==> src/rtl/mpc_consts.svh <==
// Constants for the PHY control state block: codes, widths, timing.
// Assumes a 125 MHz core clock; included by the package, mpc_ctrl, mpc_sync and the bench.
`ifndef MPC_CONSTS_SVH
`define MPC_CONSTS_SVH

`define MPC_CLK_PERIOD_NS 8
`define MPC_RESET_WORK_NS 1000
`define MPC_WAKE_WORK_NS 200
`define MPC_RESET_WORK_CYC ((`MPC_RESET_WORK_NS + `MPC_CLK_PERIOD_NS - 1) / `MPC_CLK_PERIOD_NS)
`define MPC_WAKE_WORK_CYC ((`MPC_WAKE_WORK_NS + `MPC_CLK_PERIOD_NS - 1) / `MPC_CLK_PERIOD_NS)
`define MPC_CNT_W 8
`define MPC_CNT_ZERO 8'h00
`define MPC_CNT_ONE 8'h01

`define MPC_PM_W 3
`define MPC_PM_RESET 3'h0
`define MPC_PM_STANDBY 3'h1
`define MPC_PM_TRANSMIT 3'h2
`define MPC_PM_RECEIVE 3'h3
`define MPC_PM_SLEEP 3'h4

`define MPC_DATA_W 8
`define MPC_SYNC_W 3
`define MPC_SYNC_LRST 0
`define MPC_SYNC_TXEN 1
`define MPC_SYNC_RXEN 2
`define MPC_SYNC_RST_VAL 3'h0

`endif

==> src/rtl/mpc_pkg.sv <==
// Types shared by the PHY control state block.
// Assumes mpc_consts.svh is on the include path.
`include "mpc_consts.svh"

package mpc_pkg;
   typedef enum logic [5:0] {
      MPC_ST_RESET = 6'h01,
      MPC_ST_STANDBY = 6'h02,
      MPC_ST_TRANSMIT = 6'h04,
      MPC_ST_RECEIVE = 6'h08,
      MPC_ST_SLEEP = 6'h10,
      MPC_ST_WAKE = 6'h20
   } mpc_state_type;

   typedef logic [`MPC_PM_W-1:0] mpc_pm_type;
   typedef logic [`MPC_CNT_W-1:0] mpc_cnt_type;
   typedef logic [`MPC_SYNC_W-1:0] mpc_sync_type;
endpackage

==> src/rtl/mpc_sync_if.sv <==
// Carrier between the control core and its pin synchroniser.
// Assumes both ends sit on core_clk.
`timescale 1ns/1ns
`default_nettype none

interface mpc_sync_if;
   mpc_pkg::mpc_sync_type raw;
   mpc_pkg::mpc_sync_type synced;
   modport sync (input raw, output synced);
   modport user (output raw, input synced);
endinterface

`default_nettype wire

==> src/rtl/mpc_ctrl.sv <==
// PHY control state block: reset, standby, transmit, receive, sleep and wake.
// Assumes link pins are asynchronous to core_clk; sleep request and air status are core_clk logic.
// Function
// - Data path is a byte bus whose mode follows the PHY operating state.
// - MAC sets state via control group; PHY reports transmit and receive status there.
// - Internal registers reachable only through the management group.
// - Reset held low clears all PHY variables and returns to initial condition.
// - After reset release and internal work, load standby code, then enter standby.
// - Reset input accepted with no relation to either interface clock.
// - Reset input is active low.
// - Transmit enable asserted moves the PHY to transmit.
// - Receive enable asserted moves the PHY to receive.
// - In sleep, both enables high request standby; PHY then enters standby.
// - Transmit enable follows MAC clock outside sleep, unclocked in sleep.
// - Receive enable follows MAC clock outside sleep, unclocked in sleep.
// - Transmit enable is active high.
// - Receive enable is active high.
// - PHY never relies on MAC clock running when enables toggle.
// - Air activity flag takes part in leaving sleep and leaving reset.
`timescale 1ns/1ns
`default_nettype none
`include "mpc_consts.svh"

module mpc_ctrl (
   // Clock and reset
   input wire logic core_clk,
   input wire logic srst,
   // Control group from the MAC
   input wire logic link_reset_n,
   input wire logic tx_en,
   input wire logic rx_en,
   // Core side
   input wire logic sleep_req,
   input wire logic air_busy,
   // Status back to the MAC
   output logic air_activity_flag,
   output logic tx_active,
   output logic rx_active,
   // Data bus mode
   output logic data_bus_tx_mode,
   output logic data_bus_rx_mode,
   // Management group view
   output mpc_pkg::mpc_pm_type power_mode_field,
   output mpc_pkg::mpc_state_type phy_state
);
   import mpc_pkg::*;

   localparam int RESET_N = `MPC_RESET_WORK_CYC;
   localparam int WAKE_N = `MPC_WAKE_WORK_CYC;

   mpc_sync_if sif ();

   mpc_sync u_sync (
      .core_clk(core_clk),
      .srst(srst),
      .sif(sif)
   );

   // No MAC clock is used: pins are sampled by core_clk only
   assign sif.raw[`MPC_SYNC_LRST] = link_reset_n;
   assign sif.raw[`MPC_SYNC_TXEN] = tx_en;
   assign sif.raw[`MPC_SYNC_RXEN] = rx_en;

   logic rst_req;
   logic tx_req;
   logic rx_req;
   assign rst_req = !sif.synced[`MPC_SYNC_LRST];
   assign tx_req = sif.synced[`MPC_SYNC_TXEN];
   assign rx_req = sif.synced[`MPC_SYNC_RXEN];

   mpc_state_type state_reg;
   mpc_state_type state_next;
   mpc_cnt_type cnt_reg;
   mpc_cnt_type cnt_next;
   mpc_pm_type pm_reg;
   mpc_pm_type pm_next;
   logic act_reg;
   logic act_next;

   function automatic logic cnt_done(input mpc_cnt_type cnt, input int limit);
      cnt_done = (cnt == mpc_cnt_type'(limit - 1));
   endfunction

   always_comb begin
      state_next = state_reg;
      cnt_next = cnt_reg;
      pm_next = pm_reg;
      act_next = act_reg;
      case (state_reg)
         MPC_ST_RESET: begin
            // Flag high while reset work runs after release
            act_next = !rst_req;
            if (rst_req) begin
               cnt_next = `MPC_CNT_ZERO;
            end else if (cnt_done(cnt_reg, RESET_N)) begin
               pm_next = `MPC_PM_STANDBY;
               state_next = MPC_ST_STANDBY;
               cnt_next = `MPC_CNT_ZERO;
               act_next = 1'b0;
            end else begin
               cnt_next = cnt_reg + `MPC_CNT_ONE;
            end
         end
         MPC_ST_STANDBY: begin
            act_next = 1'b0;
            // Both high is a wake request only; ignored outside sleep
            if (tx_req && !rx_req) begin
               state_next = MPC_ST_TRANSMIT;
               pm_next = `MPC_PM_TRANSMIT;
            end else if (rx_req && !tx_req) begin
               state_next = MPC_ST_RECEIVE;
               pm_next = `MPC_PM_RECEIVE;
            end else if (sleep_req && !tx_req && !rx_req) begin
               state_next = MPC_ST_SLEEP;
               pm_next = `MPC_PM_SLEEP;
            end
         end
         MPC_ST_TRANSMIT: begin
            act_next = air_busy;
            if (!tx_req) begin
               state_next = MPC_ST_STANDBY;
               pm_next = `MPC_PM_STANDBY;
               act_next = 1'b0;
            end
         end
         MPC_ST_RECEIVE: begin
            act_next = air_busy;
            if (!rx_req) begin
               state_next = MPC_ST_STANDBY;
               pm_next = `MPC_PM_STANDBY;
               act_next = 1'b0;
            end
         end
         MPC_ST_SLEEP: begin
            act_next = 1'b0;
            if (tx_req && rx_req) begin
               state_next = MPC_ST_WAKE;
               cnt_next = `MPC_CNT_ZERO;
               act_next = 1'b1;
            end
         end
         MPC_ST_WAKE: begin
            // Clock source restart time; flag drops when standby reached
            if (cnt_done(cnt_reg, WAKE_N)) begin
               state_next = MPC_ST_STANDBY;
               pm_next = `MPC_PM_STANDBY;
               cnt_next = `MPC_CNT_ZERO;
               act_next = 1'b0;
            end else begin
               cnt_next = cnt_reg + `MPC_CNT_ONE;
            end
         end
         default: begin
            state_next = MPC_ST_RESET;
            cnt_next = `MPC_CNT_ZERO;
            pm_next = `MPC_PM_RESET;
            act_next = 1'b0;
         end
      endcase
      // Link reset overrides every state
      if (rst_req) begin
         state_next = MPC_ST_RESET;
         cnt_next = `MPC_CNT_ZERO;
         pm_next = `MPC_PM_RESET;
         act_next = 1'b0;
      end
   end

   always_ff @(posedge core_clk) begin
      if (srst) begin
         state_reg <= MPC_ST_RESET;
         cnt_reg <= `MPC_CNT_ZERO;
         pm_reg <= `MPC_PM_RESET;
         act_reg <= 1'b0;
      end else begin
         state_reg <= state_next;
         cnt_reg <= cnt_next;
         pm_reg <= pm_next;
         act_reg <= act_next;
      end
   end

   assign air_activity_flag = act_reg;
   assign tx_active = (state_reg == MPC_ST_TRANSMIT);
   assign rx_active = (state_reg == MPC_ST_RECEIVE);
   assign data_bus_tx_mode = (state_reg == MPC_ST_TRANSMIT);
   assign data_bus_rx_mode = (state_reg == MPC_ST_RECEIVE);
   // Mode field leaves only on the management view
   assign power_mode_field = pm_reg;
   assign phy_state = state_reg;

   reset_clears_a: assert property (@(posedge core_clk) disable iff (srst)
      rst_req |=> state_reg == MPC_ST_RESET && cnt_reg == `MPC_CNT_ZERO && pm_reg == `MPC_PM_RESET)
      else $error("link reset did not clear the state");

   standby_entry_a: assert property (@(posedge core_clk) disable iff (srst)
      state_reg == MPC_ST_RESET && !rst_req && cnt_done(cnt_reg, RESET_N)
      |=> state_reg == MPC_ST_STANDBY && pm_reg == `MPC_PM_STANDBY)
      else $error("standby not entered after reset work");

   reset_work_a: assert property (@(posedge core_clk) disable iff (srst || rst_req)
      $fell(rst_req) |-> state_reg == MPC_ST_RESET [*8])
      else $error("reset work finished too early");

   tx_entry_a: assert property (@(posedge core_clk) disable iff (srst)
      state_reg == MPC_ST_STANDBY && tx_req && !rx_req && !rst_req |=> tx_active && data_bus_tx_mode)
      else $error("transmit not entered on transmit enable");

   rx_entry_a: assert property (@(posedge core_clk) disable iff (srst)
      state_reg == MPC_ST_STANDBY && rx_req && !tx_req && !rst_req |=> rx_active && data_bus_rx_mode)
      else $error("receive not entered on receive enable");

   wake_seq_a: assert property (@(posedge core_clk) disable iff (srst || rst_req)
      state_reg == MPC_ST_SLEEP && tx_req && rx_req
      |=> air_activity_flag ##[1:WAKE_N] state_reg == MPC_ST_STANDBY)
      else $error("sleep exit did not reach standby");

   enables_ignored_a: assert property (@(posedge core_clk) disable iff (srst)
      state_reg == MPC_ST_RESET && (tx_req || rx_req) && !cnt_done(cnt_reg, RESET_N)
      |=> state_reg == MPC_ST_RESET && !tx_active && !rx_active)
      else $error("enable acted on before standby");

   activity_reset_a: assert property (@(posedge core_clk) disable iff (srst)
      state_reg == MPC_ST_RESET && !rst_req && !cnt_done(cnt_reg, RESET_N) |=> air_activity_flag)
      else $error("activity flag low during reset work");

   status_code_a: assert property (@(posedge core_clk) disable iff (srst)
      tx_active |-> power_mode_field == `MPC_PM_TRANSMIT && !rx_active)
      else $error("transmit status and mode field disagree");

   tx_path_c: cover property (@(posedge core_clk) disable iff (srst) tx_active ##1 !tx_active);
   rx_path_c: cover property (@(posedge core_clk) disable iff (srst) rx_active ##1 !rx_active);
   wake_path_c: cover property (@(posedge core_clk) disable iff (srst)
      state_reg == MPC_ST_WAKE ##1 state_reg == MPC_ST_STANDBY);
   reset_exit_c: cover property (@(posedge core_clk) disable iff (srst)
      state_reg == MPC_ST_RESET ##1 state_reg == MPC_ST_STANDBY);
endmodule

`default_nettype wire

==> src/rtl/mpc_sync.sv <==
// Two-flop synchroniser for the asynchronous link control pins.
// Assumes raw pins may change at any time relative to core_clk.
`timescale 1ns/1ns
`default_nettype none
`include "mpc_consts.svh"

module mpc_sync (
   // Clock and reset
   input wire logic core_clk,
   input wire logic srst,
   // Pin side and synchronised side
   mpc_sync_if.sync sif
);
   import mpc_pkg::*;

   mpc_sync_type meta_reg;
   mpc_sync_type meta_next;
   mpc_sync_type stable_reg;
   mpc_sync_type stable_next;

   // Reset value reads as link reset held and both enables low
   always_comb begin
      meta_next = sif.raw;
      stable_next = meta_reg;
   end

   always_ff @(posedge core_clk) begin
      if (srst) begin
         meta_reg <= `MPC_SYNC_RST_VAL;
         stable_reg <= `MPC_SYNC_RST_VAL;
      end else begin
         meta_reg <= meta_next;
         stable_reg <= stable_next;
      end
   end

   assign sif.synced = stable_reg;

   sync_latency_a: assert property (@(posedge core_clk) disable iff (srst)
      !$past(srst, 2) |-> sif.synced == $past(sif.raw, 2))
      else $error("synchroniser output is not the input two cycles late");
endmodule

`default_nettype wire

==> config.mk <==
export PLATFORM = sky130hd
export DESIGN_NAME = mpc_ctrl
export DESIGN_NICKNAME = d
export VERILOG_FILES = /design/src/rtl/mpc_pkg.sv /design/src/rtl/mpc_sync_if.sv /design/src/rtl/mpc_ctrl.sv /design/src/rtl/mpc_sync.sv
export VERILOG_INCLUDE_DIRS = /design/src /design/src/rtl
export SDC_FILE = /design/constraint.sdc
export NUM_CORES = 1
export LEC_CHECK = 0
export BUFFER_PORTS_ARGS = -buffer_cell sky130_fd_sc_hd__clkbuf_2
export CORE_ASPECT_RATIO = 2
export CORE_MARGIN = 4
export CORE_UTILIZATION = 50
export CTS_CLUSTER_DIAMETER = 120
export DETAILED_ROUTE_END_ITERATION = 16
export GPL_TIMING_DRIVEN = 0
export PLACE_DENSITY = 0.76
export SETUP_SLACK_MARGIN = 0.2
export SYNTH_ARGS = -nofsm -noshare
export SYNTH_HDL_FRONTEND = slang
export SYNTH_SLANG_ARGS = --single-unit
==> constraint.sdc <==
create_clock -name core_clk -period 1.8 [get_ports core_clk]
set_input_delay 0.27 -clock core_clk [delete_from_list [all_inputs] [get_ports core_clk]]
set_output_delay 0.27 -clock core_clk [all_outputs]
set_load 0.01 [all_outputs]
==> metrics.md, run 1 <==
| Metric | Value |
|---|---|
| Outcome | `finished clean` |
| Hold_buf cts | `0` |
| CP Cell Sequence | `buf_6, nor4_4, nand2_1, a22oi_4, buf_6, buf_6, nand3b_1, a31oi_1` |
| Post-synthesis register bit count | `24` |
| Die area | `3710 um^2` |
| Startpoint Class | `register` |
| WP data arrival | `1.97 ns` |
| Most frequent CP cell | `buf_6` |
| Post-synthesis net count | `176` |
| Die Span X | `45.1 um` |
| Routability Congestion | `between 0.8 and 0.9` |
| Ys async rst share | `0%` |
| Synthesis Warnings | `0` |
| Final core area utilization | `between 70% and 80%` |
| Routed vias | `between 1000 and 1500` |
| Starting Density | `53.0%` |
| RSZ-0062 raised after global routing | `true` |
| Post-DP HPWL | `2.39 mm` |
| Reg2Reg Capture Point | `cnt_reg[2]` |
| Crit path to | `cnt_reg[2]` |
| Clock Latency Late Sink | `0.26 ns` |
| Clk sink count | `24` |
| Period utilization | `a little over nine tenths` |
| Sequential share of the synthesized area | `34.8%` |
| Synth-to-layout area growth | `33.8%` |
| Detail-routed net length per standard cell | `15.9 um` |
| CTS H-tree lvls | `1` |
| DRT Wirelength | `3.70 mm` |
| Post-synthesis cell area | `1380 um^2` |
| Clock slew at reported path FFs | `0.09 ns` |
| CTS tree | `yes` |
| Commonest non-fill, non-tap cells in the layout | `18 x clkbuf_2, 16 x dfxtp_1, 14 x nand2_1` |
| CP max stage delay | `0.34 ns` |
| Slowest-stage cell, CP | `dfxtp_2` |
| Crit Path Category | `reg2reg` |
| Period minus WS final | `between 1.5 and 2 ns` |
| NumNets Final | `218` |
| Worst-path fanout max | `8` |
| Rel. slew slack | `67.7%` |
| Crit path launch | `phy_state[3]` |
| Worst Reg-to-Reg Cells | `8` |
| Pleak | `0.000728 uW` |
| Sum of buffers and inverters on the critical path | `3` |
| Hold Fails Final Rpt | `0` |
| Max reg flops | `8` |
| DRT Pass-1 Iters | `4` |
| Initial antenna violation count | `0` |
| Worst vdd ir | `541 uV` |
| Worst setup EP type | `register` |
| CP required | `slightly below 2 ns` |
| Worst R2R Start | `phy_state[3]` |
| Largest net degree at the start of global routing | `14` |
| Ant diodes | `0` |
| Primary FF master, synth | `dfxtp_1` |
| Post-synth EDFFs | `0` |
| CTS Buf Count | `3` |
| Achievable Freq | `564 MHz` |
| Fin. max-slew vios | `0` |
| Worst Skew | `0.00146 ns` |
| Final Setup Violations | `0` |
| Slew @ Worst Pin | `about 0.48 ns` |
| # port buffers | `20` |
| Clk root buf | `clkbuf_8` |
| I/O pin count | `21` |
| First-pass GRT wire length | `5.89 mm` |
| Reg2reg setup slack | `0.03 ns` |
| Commonest non-fill, non-tap cell in the layout | `clkbuf_2` |
| Syn avg cell area | `8.41 um^2` |
| Row Count | `26` |
| Pwr/cell area | `512 nW/um^2` |
| Overflow after GRT | `0` |
| Die H | `82.3 um` |
| Layout cells sized above 1 | `39.5%` |
| Largest delay share family, worst path | `simple AND/OR/NAND/NOR gates` |
| Worst min path class | `in2reg` |
| DRC Markers | `0` |
| Max Root-Sink Buffers | `2` |
| Final ANT Viol Nets | `0` |
| Post-DR vias/cell | `between 5 and 6` |
| Max_cap viols | `0` |
| Core Box Area | `between 2000 and 3000 um^2` |
| Initial DRC count | `33` |
| Vias in the first global route | `1302` |
| Distinct cells, synth | `45` |
| Critical path depth | `8` |
| Syn Inst Count | `164` |
| Final TNS setup | `0 ns` |
| Total GRT Usage | `21.3%` |
worst register-to-register path: stages, from the launching register on:
cell and delay, ns:
dfxtp_2 0.34, buf_6 0.13, nor4_4 0.34, nand2_1 0.17
a22oi_4 0.25, buf_6 0.15, buf_6 0.09, nand3b_1 0.07
a31oi_1 0.16
timing repair:
| item | 4_1_cts | 5_1_grt |
|---|---|---|
| endpoints found under the setup margin | 21 | 22 |
| pin swaps | 15 | 8 |
| gates resized for setup | 25 | 20 |
| setup buffers | 12 | 5 |
area by class of cell:
cell class                 count  area [um^2]
buffer                         8         63.8
inverter                      10         37.5
timing repair buffer          37          259
clock buffer                   4         55.1
fill                         210          757
multi-input combinational    122          905
sequential                    24          490
tap                           28         35.0
per-layer routing:
layer / up-vias / GRT usage (%) / part of all wire [%]
met5: - / 0 / 0
met1: 629 / 22.1 / 36
met3: 12 / 1.52 / 2.6
li1: 661 / - / -
met2: 33 / 39.3 / 58
met4: 0 / 12.6 / 3.8
synthesized netlist by cell type, types with 3 or more instances:
cell type  number  area share (%)
a31oi_1         3             1.4
inv_1          10             2.7
clkbuf_1        3            0.82
nand3b_1        3             1.6
nor2b_1        13             5.9
nand2_1        15             4.1
nor2_1         14             3.8
nand4_1         3             1.4
o21ai_0        10             3.6
nand3_1         7             2.5
a21oi_1         6             2.2
and3_1          4             1.8
ha_1            5             4.5
nor3_1          3             1.1
dfxtp_1        24              35
metrics by stage:
step,instances,area [um^2],total power [uW],hold WS (ns),setup WS (ns)
final,233,1850,944,0.231,0.0270
after global routing,233,1850,974,0.242,-0.116
after detailed placement,212,1520,586,0.428,0.0165
after global placement,212,1520,583,0.420,0.0488
after CTS,228,1740,944,0.232,0.0282
after floorplan,164,1390,572,0.342,0.146
worst min-delay path by stage:
| stage | from | end | depth (start not counted) |
|---|---|---|---|
| after floorplan | srst | u_sync.meta_reg[0] | 1 |
| after global placement | u_sync.meta_reg[2] | u_sync.sif.synced[2] | 1 |
| after detailed placement | u_sync.meta_reg[1] | u_sync.sif.synced[1] | 1 |
| after CTS | rx_en | u_sync.meta_reg[2] | 2 |
| after global routing | rx_en | u_sync.meta_reg[2] | 2 |
| final | rx_en | u_sync.meta_reg[2] | 2 |
where the power goes:
| part | switching [uW] | total [uW] | internal [uW] |
|---|---|---|---|
| sequential | 3.84 | 542 | 538 |
| clock | 174 | 369 | 195 |
| combinational | 16.7 | 33.1 | 16.5 |
| total | 195 | 944 | 750 |
cells by family after synthesis:
logic type,Yosys count,share of synthesized area (%)
simple gates,80,34.3
fa+ha+maj,5,4.54
flops,24,34.8
mux,2,1.45
buf+inv,18,6.62
compound gates,34,17.6
xor+xnor,1,0.635
Note: power is estimated with default switching activity, not from simulation.
==> inputs of run 2 (changes only) <==
--- a/config.mk
+++ b/config.mk
@@ -9,11 +9,11 @@
 export BUFFER_PORTS_ARGS = -buffer_cell sky130_fd_sc_hd__clkbuf_2
 export CORE_ASPECT_RATIO = 2
 export CORE_MARGIN = 4
-export CORE_UTILIZATION = 50
+export CORE_UTILIZATION = 52
 export CTS_CLUSTER_DIAMETER = 120
 export DETAILED_ROUTE_END_ITERATION = 16
 export GPL_TIMING_DRIVEN = 0
-export PLACE_DENSITY = 0.76
+export PLACE_DENSITY = 0.78
 export SETUP_SLACK_MARGIN = 0.2
 export SYNTH_ARGS = -nofsm -noshare
 export SYNTH_HDL_FRONTEND = slang
==> metrics.md, run 2 (synthesis gave the netlist of run 1 again) <==
| Metric | Value |
|---|---|
| CP required | `roughly 1.9 ns` |
| Initial antenna violation count | `0` |
| Routability Congestion | `0.851` |
| Period utilization | `100%` |
| Outcome | `complete, but fails checks` |
| Worst setup EP type | `register` |
| Max Root-Sink Buffers | `2` |
| Pleak | `0.000799 uW` |
| Clock slew at reported path FFs | `roughly 0.090 ns` |
| Core Box Area | `roughly 2500 um^2` |
| Worst Reg-to-Reg Cells | `7` |
| Hold_ws | `0.200 ns` |
| Max_cap viols | `0` |
| Slowest-stage cell, CP | `or3_1` |
| Crit path to | `power_mode_field[0]` |
| DRT Wirelength | `roughly 4.6 mm` |
| Startpoint Class | `register` |
| WP data arrival | `1.95 ns` |
| Worst vdd ir | `621 uV` |
| Fin. max-slew vios | `0` |
| Final core area utilization | `between 80 and 90%` |
| CTS Buf Count | `3` |
| Post-DP HPWL | `2.39 mm` |
| CP max stage delay | `0.38 ns` |
| Slew @ Worst Pin | `roughly 0.57 ns` |
| Die Span X | `44.4 um` |
| CTS tree | `yes` |
| Total GRT Usage | `between 20% and 30%` |
| Power, Total | `1060 uW` |
| Routed vias | `1451` |
| Clk sink count | `24` |
| CTS H-tree lvls | `1` |
| DRT Pass-1 Iters | `6` |
| Ant diodes | `0` |
| Most frequent CP cell | `buf_6` |
| Final Setup Violations | `2` |
| Achievable Freq | `553 MHz` |
| I/O pin count | `21` |
| Worst R2R Start | `cnt_reg[2]` |
| Period minus WS final | `1.81 ns` |
| Failing checks | `negative setup slack` |
| Setup ws final | `-0.00865 ns` |
| Post-DR vias/cell | `6.07` |
| Worst min path class | `in2reg` |
| Commonest non-fill, non-tap cells in the layout | `17 x buf_6, 16 x clkbuf_2, 14 x nand2_1, 14 x buf_4, 12 x dfxtp_1` |
| CP Cell Sequence | `or3_1, o211ai_2, a22oi_4, buf_6, buf_6, nor4b_4, nor3b_2` |
| Area after DPL | `approximately 1500 um^2` |
| Vias in the first global route | `~1400` |
| Starting Density | `54.3%` |
| # port buffers | `20` |
| Overflow after GRT | `0` |
| Synth-to-layout area growth | `48.8%` |
| NumNets Final | `224` |
| Crit path launch | `cnt_reg[2]` |
| Multi-input logic area | `1000 um^2` |
| Clock Latency Late Sink | `0.27 ns` |
| DRC Markers | `0` |
| Layout cells sized above 1 | `between 50 and 60%` |
| Die area | `3590 um^2` |
| Worst Skew | `about 0.0037 ns` |
| Worst-path fanout max | `3` |
| Rel. slew slack | `61.8%` |
| Reg2reg setup slack | `-0.009 ns` |
| Hold Fails Final Rpt | `0` |
| Max reg flops | `8` |
| Reg2Reg Capture Point | `power_mode_field[0]` |
| Hold_buf cts | `0` |
| Row Count | `26` |
| Die H | `80.8 um` |
| Final ANT Viol Nets | `0` |
| Detail-routed net length per standard cell | `19.4 um` |
| Largest net degree at the start of global routing | `15` |
| Clk root buf | `clkbuf_8` |
| Commonest non-fill, non-tap cell in the layout | `buf_6` |
| RSZ-0062 raised after global routing | `true` |
| Final Cell Area | `2050 um^2` |
| Crit Path Category | `reg2reg` |
| FF/Latch Area | `503 um^2` |
| Initial DRC count | `57` |
| First-pass GRT wire length | `6.51 mm` |
| Pwr/cell area | `about 520 nW/um^2` |
| Layout fillers | `148` |
==> run 2: cell types whose count changed in the layout (fill, tap and decap cells not counted), moves of 3 or more <==
cell     before  now
buf_6        11   17
dfxtp_1      16   12
dfxtp_4       0    3
o21ai_1       9    6
o21ai_2       0    3
==> run 2: repair_timing <==
| action | 4_1_cts | 5_1_grt |
|---|---|---|
| setup endpoints to repair | 20 | 22 |
| resized for setup | 41 | 43 |
| pin swaps | 22 | 14 |
| buffers inserted | 19 | 3 |
| gates cloned | 1 | 0 |
==> run 2: cell type report <==
type / instances / area share (%)
Tap cell: 28 / 1.71
Clock buffer: 3 / 2.01
Multi-Input combinational cell: 122 / 48.8
Inverter: 10 / 1.83
Timing Repair Buffer: 43 / 16.3
Sequential cell: 24 / 24.5
Buffer: 8 / 3.29
Clock inverter: 1 / 1.46
==> run 2: power by group <==
part	switching, uW	internal, uW
Sequential	4.83	534
Combinational	22.1	22.9
Clock	177	297
==> run 2: critical path, delay by kind of cell, from the launching register on <==
family / cells / cell delay, ns
and+or+nand+nor: 3 / 0.70
buffers and inverters: 2 / 0.25
DFF: 1 / 0.35
AOI/OAI and AO/OA: 2 / 0.39
==> run 2: worst min-delay path by stage <==
stage	startpoint	to	slack, ns	depth (start not counted)
detailed placement	u_sync.meta_reg[0]	u_sync.sif.synced[0]	0.43	1
global placement	u_sync.meta_reg[2]	u_sync.sif.synced[2]	0.42	1
finish	rx_en	u_sync.meta_reg[2]	0.20	2
global route	rx_en	u_sync.meta_reg[2]	0.21	2
CTS	rx_en	u_sync.meta_reg[2]	0.20	2
floorplan	srst	u_sync.meta_reg[0]	0.34	1
==> run 2: through the flow <==
stage	instances	TNS [ns]	setup slack, ns
after floorplan	164	0	0.146
after global placement	212	0	0.0546
after detailed placement	212	0	0.00212
after CTS	236	0	0.0140
after global routing	239	-0.720	-0.112
final	239	-0.0167	-0.00865
==> run 2: routing by layer <==
metal  GRT usage (%)  wire length [um]  vias to the layer above
li1                -                 -                      671
met1            23.2              1580                      707
met2            46.3              2700                       48
met3            3.33               140                       25
met4            14.5               213                        0
met5               0                 0                        -
==> inputs of run 3 (changes only) <==
==> constraint.sdc (replaced) <==
create_clock -name core_clk -period 1.7 [get_ports core_clk]
set_input_delay 0.255 -clock core_clk [delete_from_list [all_inputs] [get_ports core_clk]]
set_output_delay 0.255 -clock core_clk [all_outputs]
set_load 0.01 [all_outputs]
==> metrics.md, run 3 (synthesis gave the netlist of run 1 again) <==
| Metric | Value |
|---|---|
| Outcome | `complete, but fails checks` |
| Failing checks | `negative setup slack` |
| Hold_buf cts | `0` |
| WHS Endpoint | `u_sync.meta_reg[1]` |
| Core Box Area | `~2500 um^2` |
| DRT Pass-1 Iters | `4` |
| Reg2Reg Capture Point | `cnt_reg[7]` |
| Slowest-stage cell, CP | `nor4_4` |
| Max Root-Sink Buffers | `2` |
| Sum of buffers and inverters on the critical path | `3` |
| CP required | `1.91 ns` |
| Final TNS setup | `-0.919 ns` |
| Clock Latency Late Sink | `~0.27 ns` |
| Period minus WS final | `around 1.8 ns` |
| DRC Markers | `0` |
| Initial DRC count | `36` |
| Post-Place Worst Slack | `-0.108 ns` |
| Hold Fails Final Rpt | `0` |
| Post-DP HPWL | `approximately 2.7 mm` |
| Layout cells sized above 1 | `44.4%` |
| Die Span X | `between 40 and 50 um` |
| Area after DPL | `1520 um^2` |
| Starting Density | `54.3%` |
| Max_cap viols | `0` |
| Final Cell Area | `1880 um^2` |
| Pleak | `0.000737 uW` |
| Worst-path fanout max | `8` |
| Row Count | `26` |
| Total GRT Usage | `22.5%` |
| Ant diodes | `0` |
| First-pass GRT wire length | `approximately 5.9 mm` |
| Clk sink count | `24` |
| Max reg flops | `8` |
| Final Setup Violations | `12` |
| Detail-routed net length per standard cell | `between 15 and 20 um` |
| Final ANT Viol Nets | `0` |
| Initial antenna violation count | `0` |
| Achievable Freq | `548 MHz` |
| WP data arrival | `2.03 ns` |
| Worst Skew | `0.00623 ns` |
| CTS tree | `yes` |
| Startpoint Class | `register` |
| Worst vdd ir | `489 uV` |
| Slew @ Worst Pin | `0.461 ns` |
| CP max stage delay | `roughly 0.37 ns` |
| I/O pin count | `21` |
| Power, Total | `940 uW` |
| Die H | `80.8 um` |
| CTS Buf Count | `3` |
| Commonest non-fill, non-tap cells in the layout | `20 x buf_4, 18 x clkbuf_2, 14 x nand2_1` |
| Rel. slew slack | `69.3%` |
| Period utilization | `107%` |
| Routability Congestion | `0.909` |
| Die area | `about 3600 um^2` |
| Post-DR vias/cell | `6.08` |
| Synth-to-layout area growth | `36.4%` |
| Routed vias | `roughly 1400` |
| NumNets Final | `~220` |
| Worst Reg-to-Reg Cells | `8` |
| Reg2reg setup slack | `-0.13 ns` |
| Setup ws final | `-0.125 ns` |
| Most frequent CP cell | `buf_6` |
| CTS H-tree lvls | `1` |
| CP Cell Sequence | `buf_6, nor4_4, o211ai_2, a22oi_4, buf_6, buf_6, o21ai_2, a21oi_2` |
| Overflow after GRT | `0` |
| Commonest non-fill, non-tap cell in the layout | `buf_4` |
| DRT Wirelength | `4.06 mm` |
| Hold Path Origin | `tx_en` |
| Largest delay share family, worst path | `compound AO/OA/AOI/OAI gates` |
| Fin. max-slew vios | `0` |
| Worst min path class | `in2reg` |
| # port buffers | `20` |
| Vias in the first global route | `1387` |
| Largest net degree at the start of global routing | `13` |
| Pwr/cell area | `about 500 nW/um^2` |
| Worst R2R Start | `phy_state[3]` |
| Crit Path Category | `reg2reg` |
| RSZ-0062 raised after global routing | `true` |
| Clock slew at reported path FFs | `0.08 ns` |
| Hold depth | `2` |
| Clk root buf | `clkbuf_8` |
| Worst setup EP type | `register` |
run 3: repair_timing:
item | CTS | global route
gates resized for setup | 20 | 34
endpoints found under the setup margin | 22 | 22
buffers inserted | 12 | 8
pin swaps | 18 | 7
run 3: worst max path at each step:
stage,start,end,slack [ns],cells after the start
floorplan,phy_state[3],cnt_reg[5],0.05,7
global placement,phy_state[5],phy_state[5],-0.06,5
detailed placement,phy_state[5],phy_state[5],-0.11,5
CTS,phy_state[2],phy_state[1],-0.07,8
global route,phy_state[3],cnt_reg[0],-0.21,8
finish,phy_state[3],cnt_reg[7],-0.13,8
run 3: per-layer routing:
metal  global-route usage (%)  part of all wire [%]  up-vias  wire, um
met5                        0                     0        -         0
met4                     19.3                   6.8        0       276
met3                     2.66                   4.7       25       191
met2                     42.4                    57       65      2330
met1                     19.4                    31      667      1270
li1                         -                     -      671         -
run 3: metrics by stage:
stage          hold slack (ns)  std cells  util, %
2_1_floorplan            0.327        164        -
3_3_place_gp             0.418        212     60.1
3_5_place_dp             0.435        212     60.1
4_1_cts                  0.193        227     67.7
5_1_grt                  0.207        235     74.1
6_report                 0.193        235     74.1
run 3: report_power, final:
part / internal, uW / total, uW / leakage [uW] / switching [uW]
Combinational: 18.9 / 37.1 / 0.000515 / 18.2
Clock: 159 / 333 / 0.0000216 / 174
Sequential: 564 / 570 / 0.000200 / 6.43
run 3: area by class of cell:
type,count,area (um^2)
flip-flops and latches,24,504
clock buffers,3,41.3
fillers,202,657
multi-input cells,122,926
well taps,28,35.0
repair buffers,40,270
plain buffers,8,63.8
inverters,10,40.0
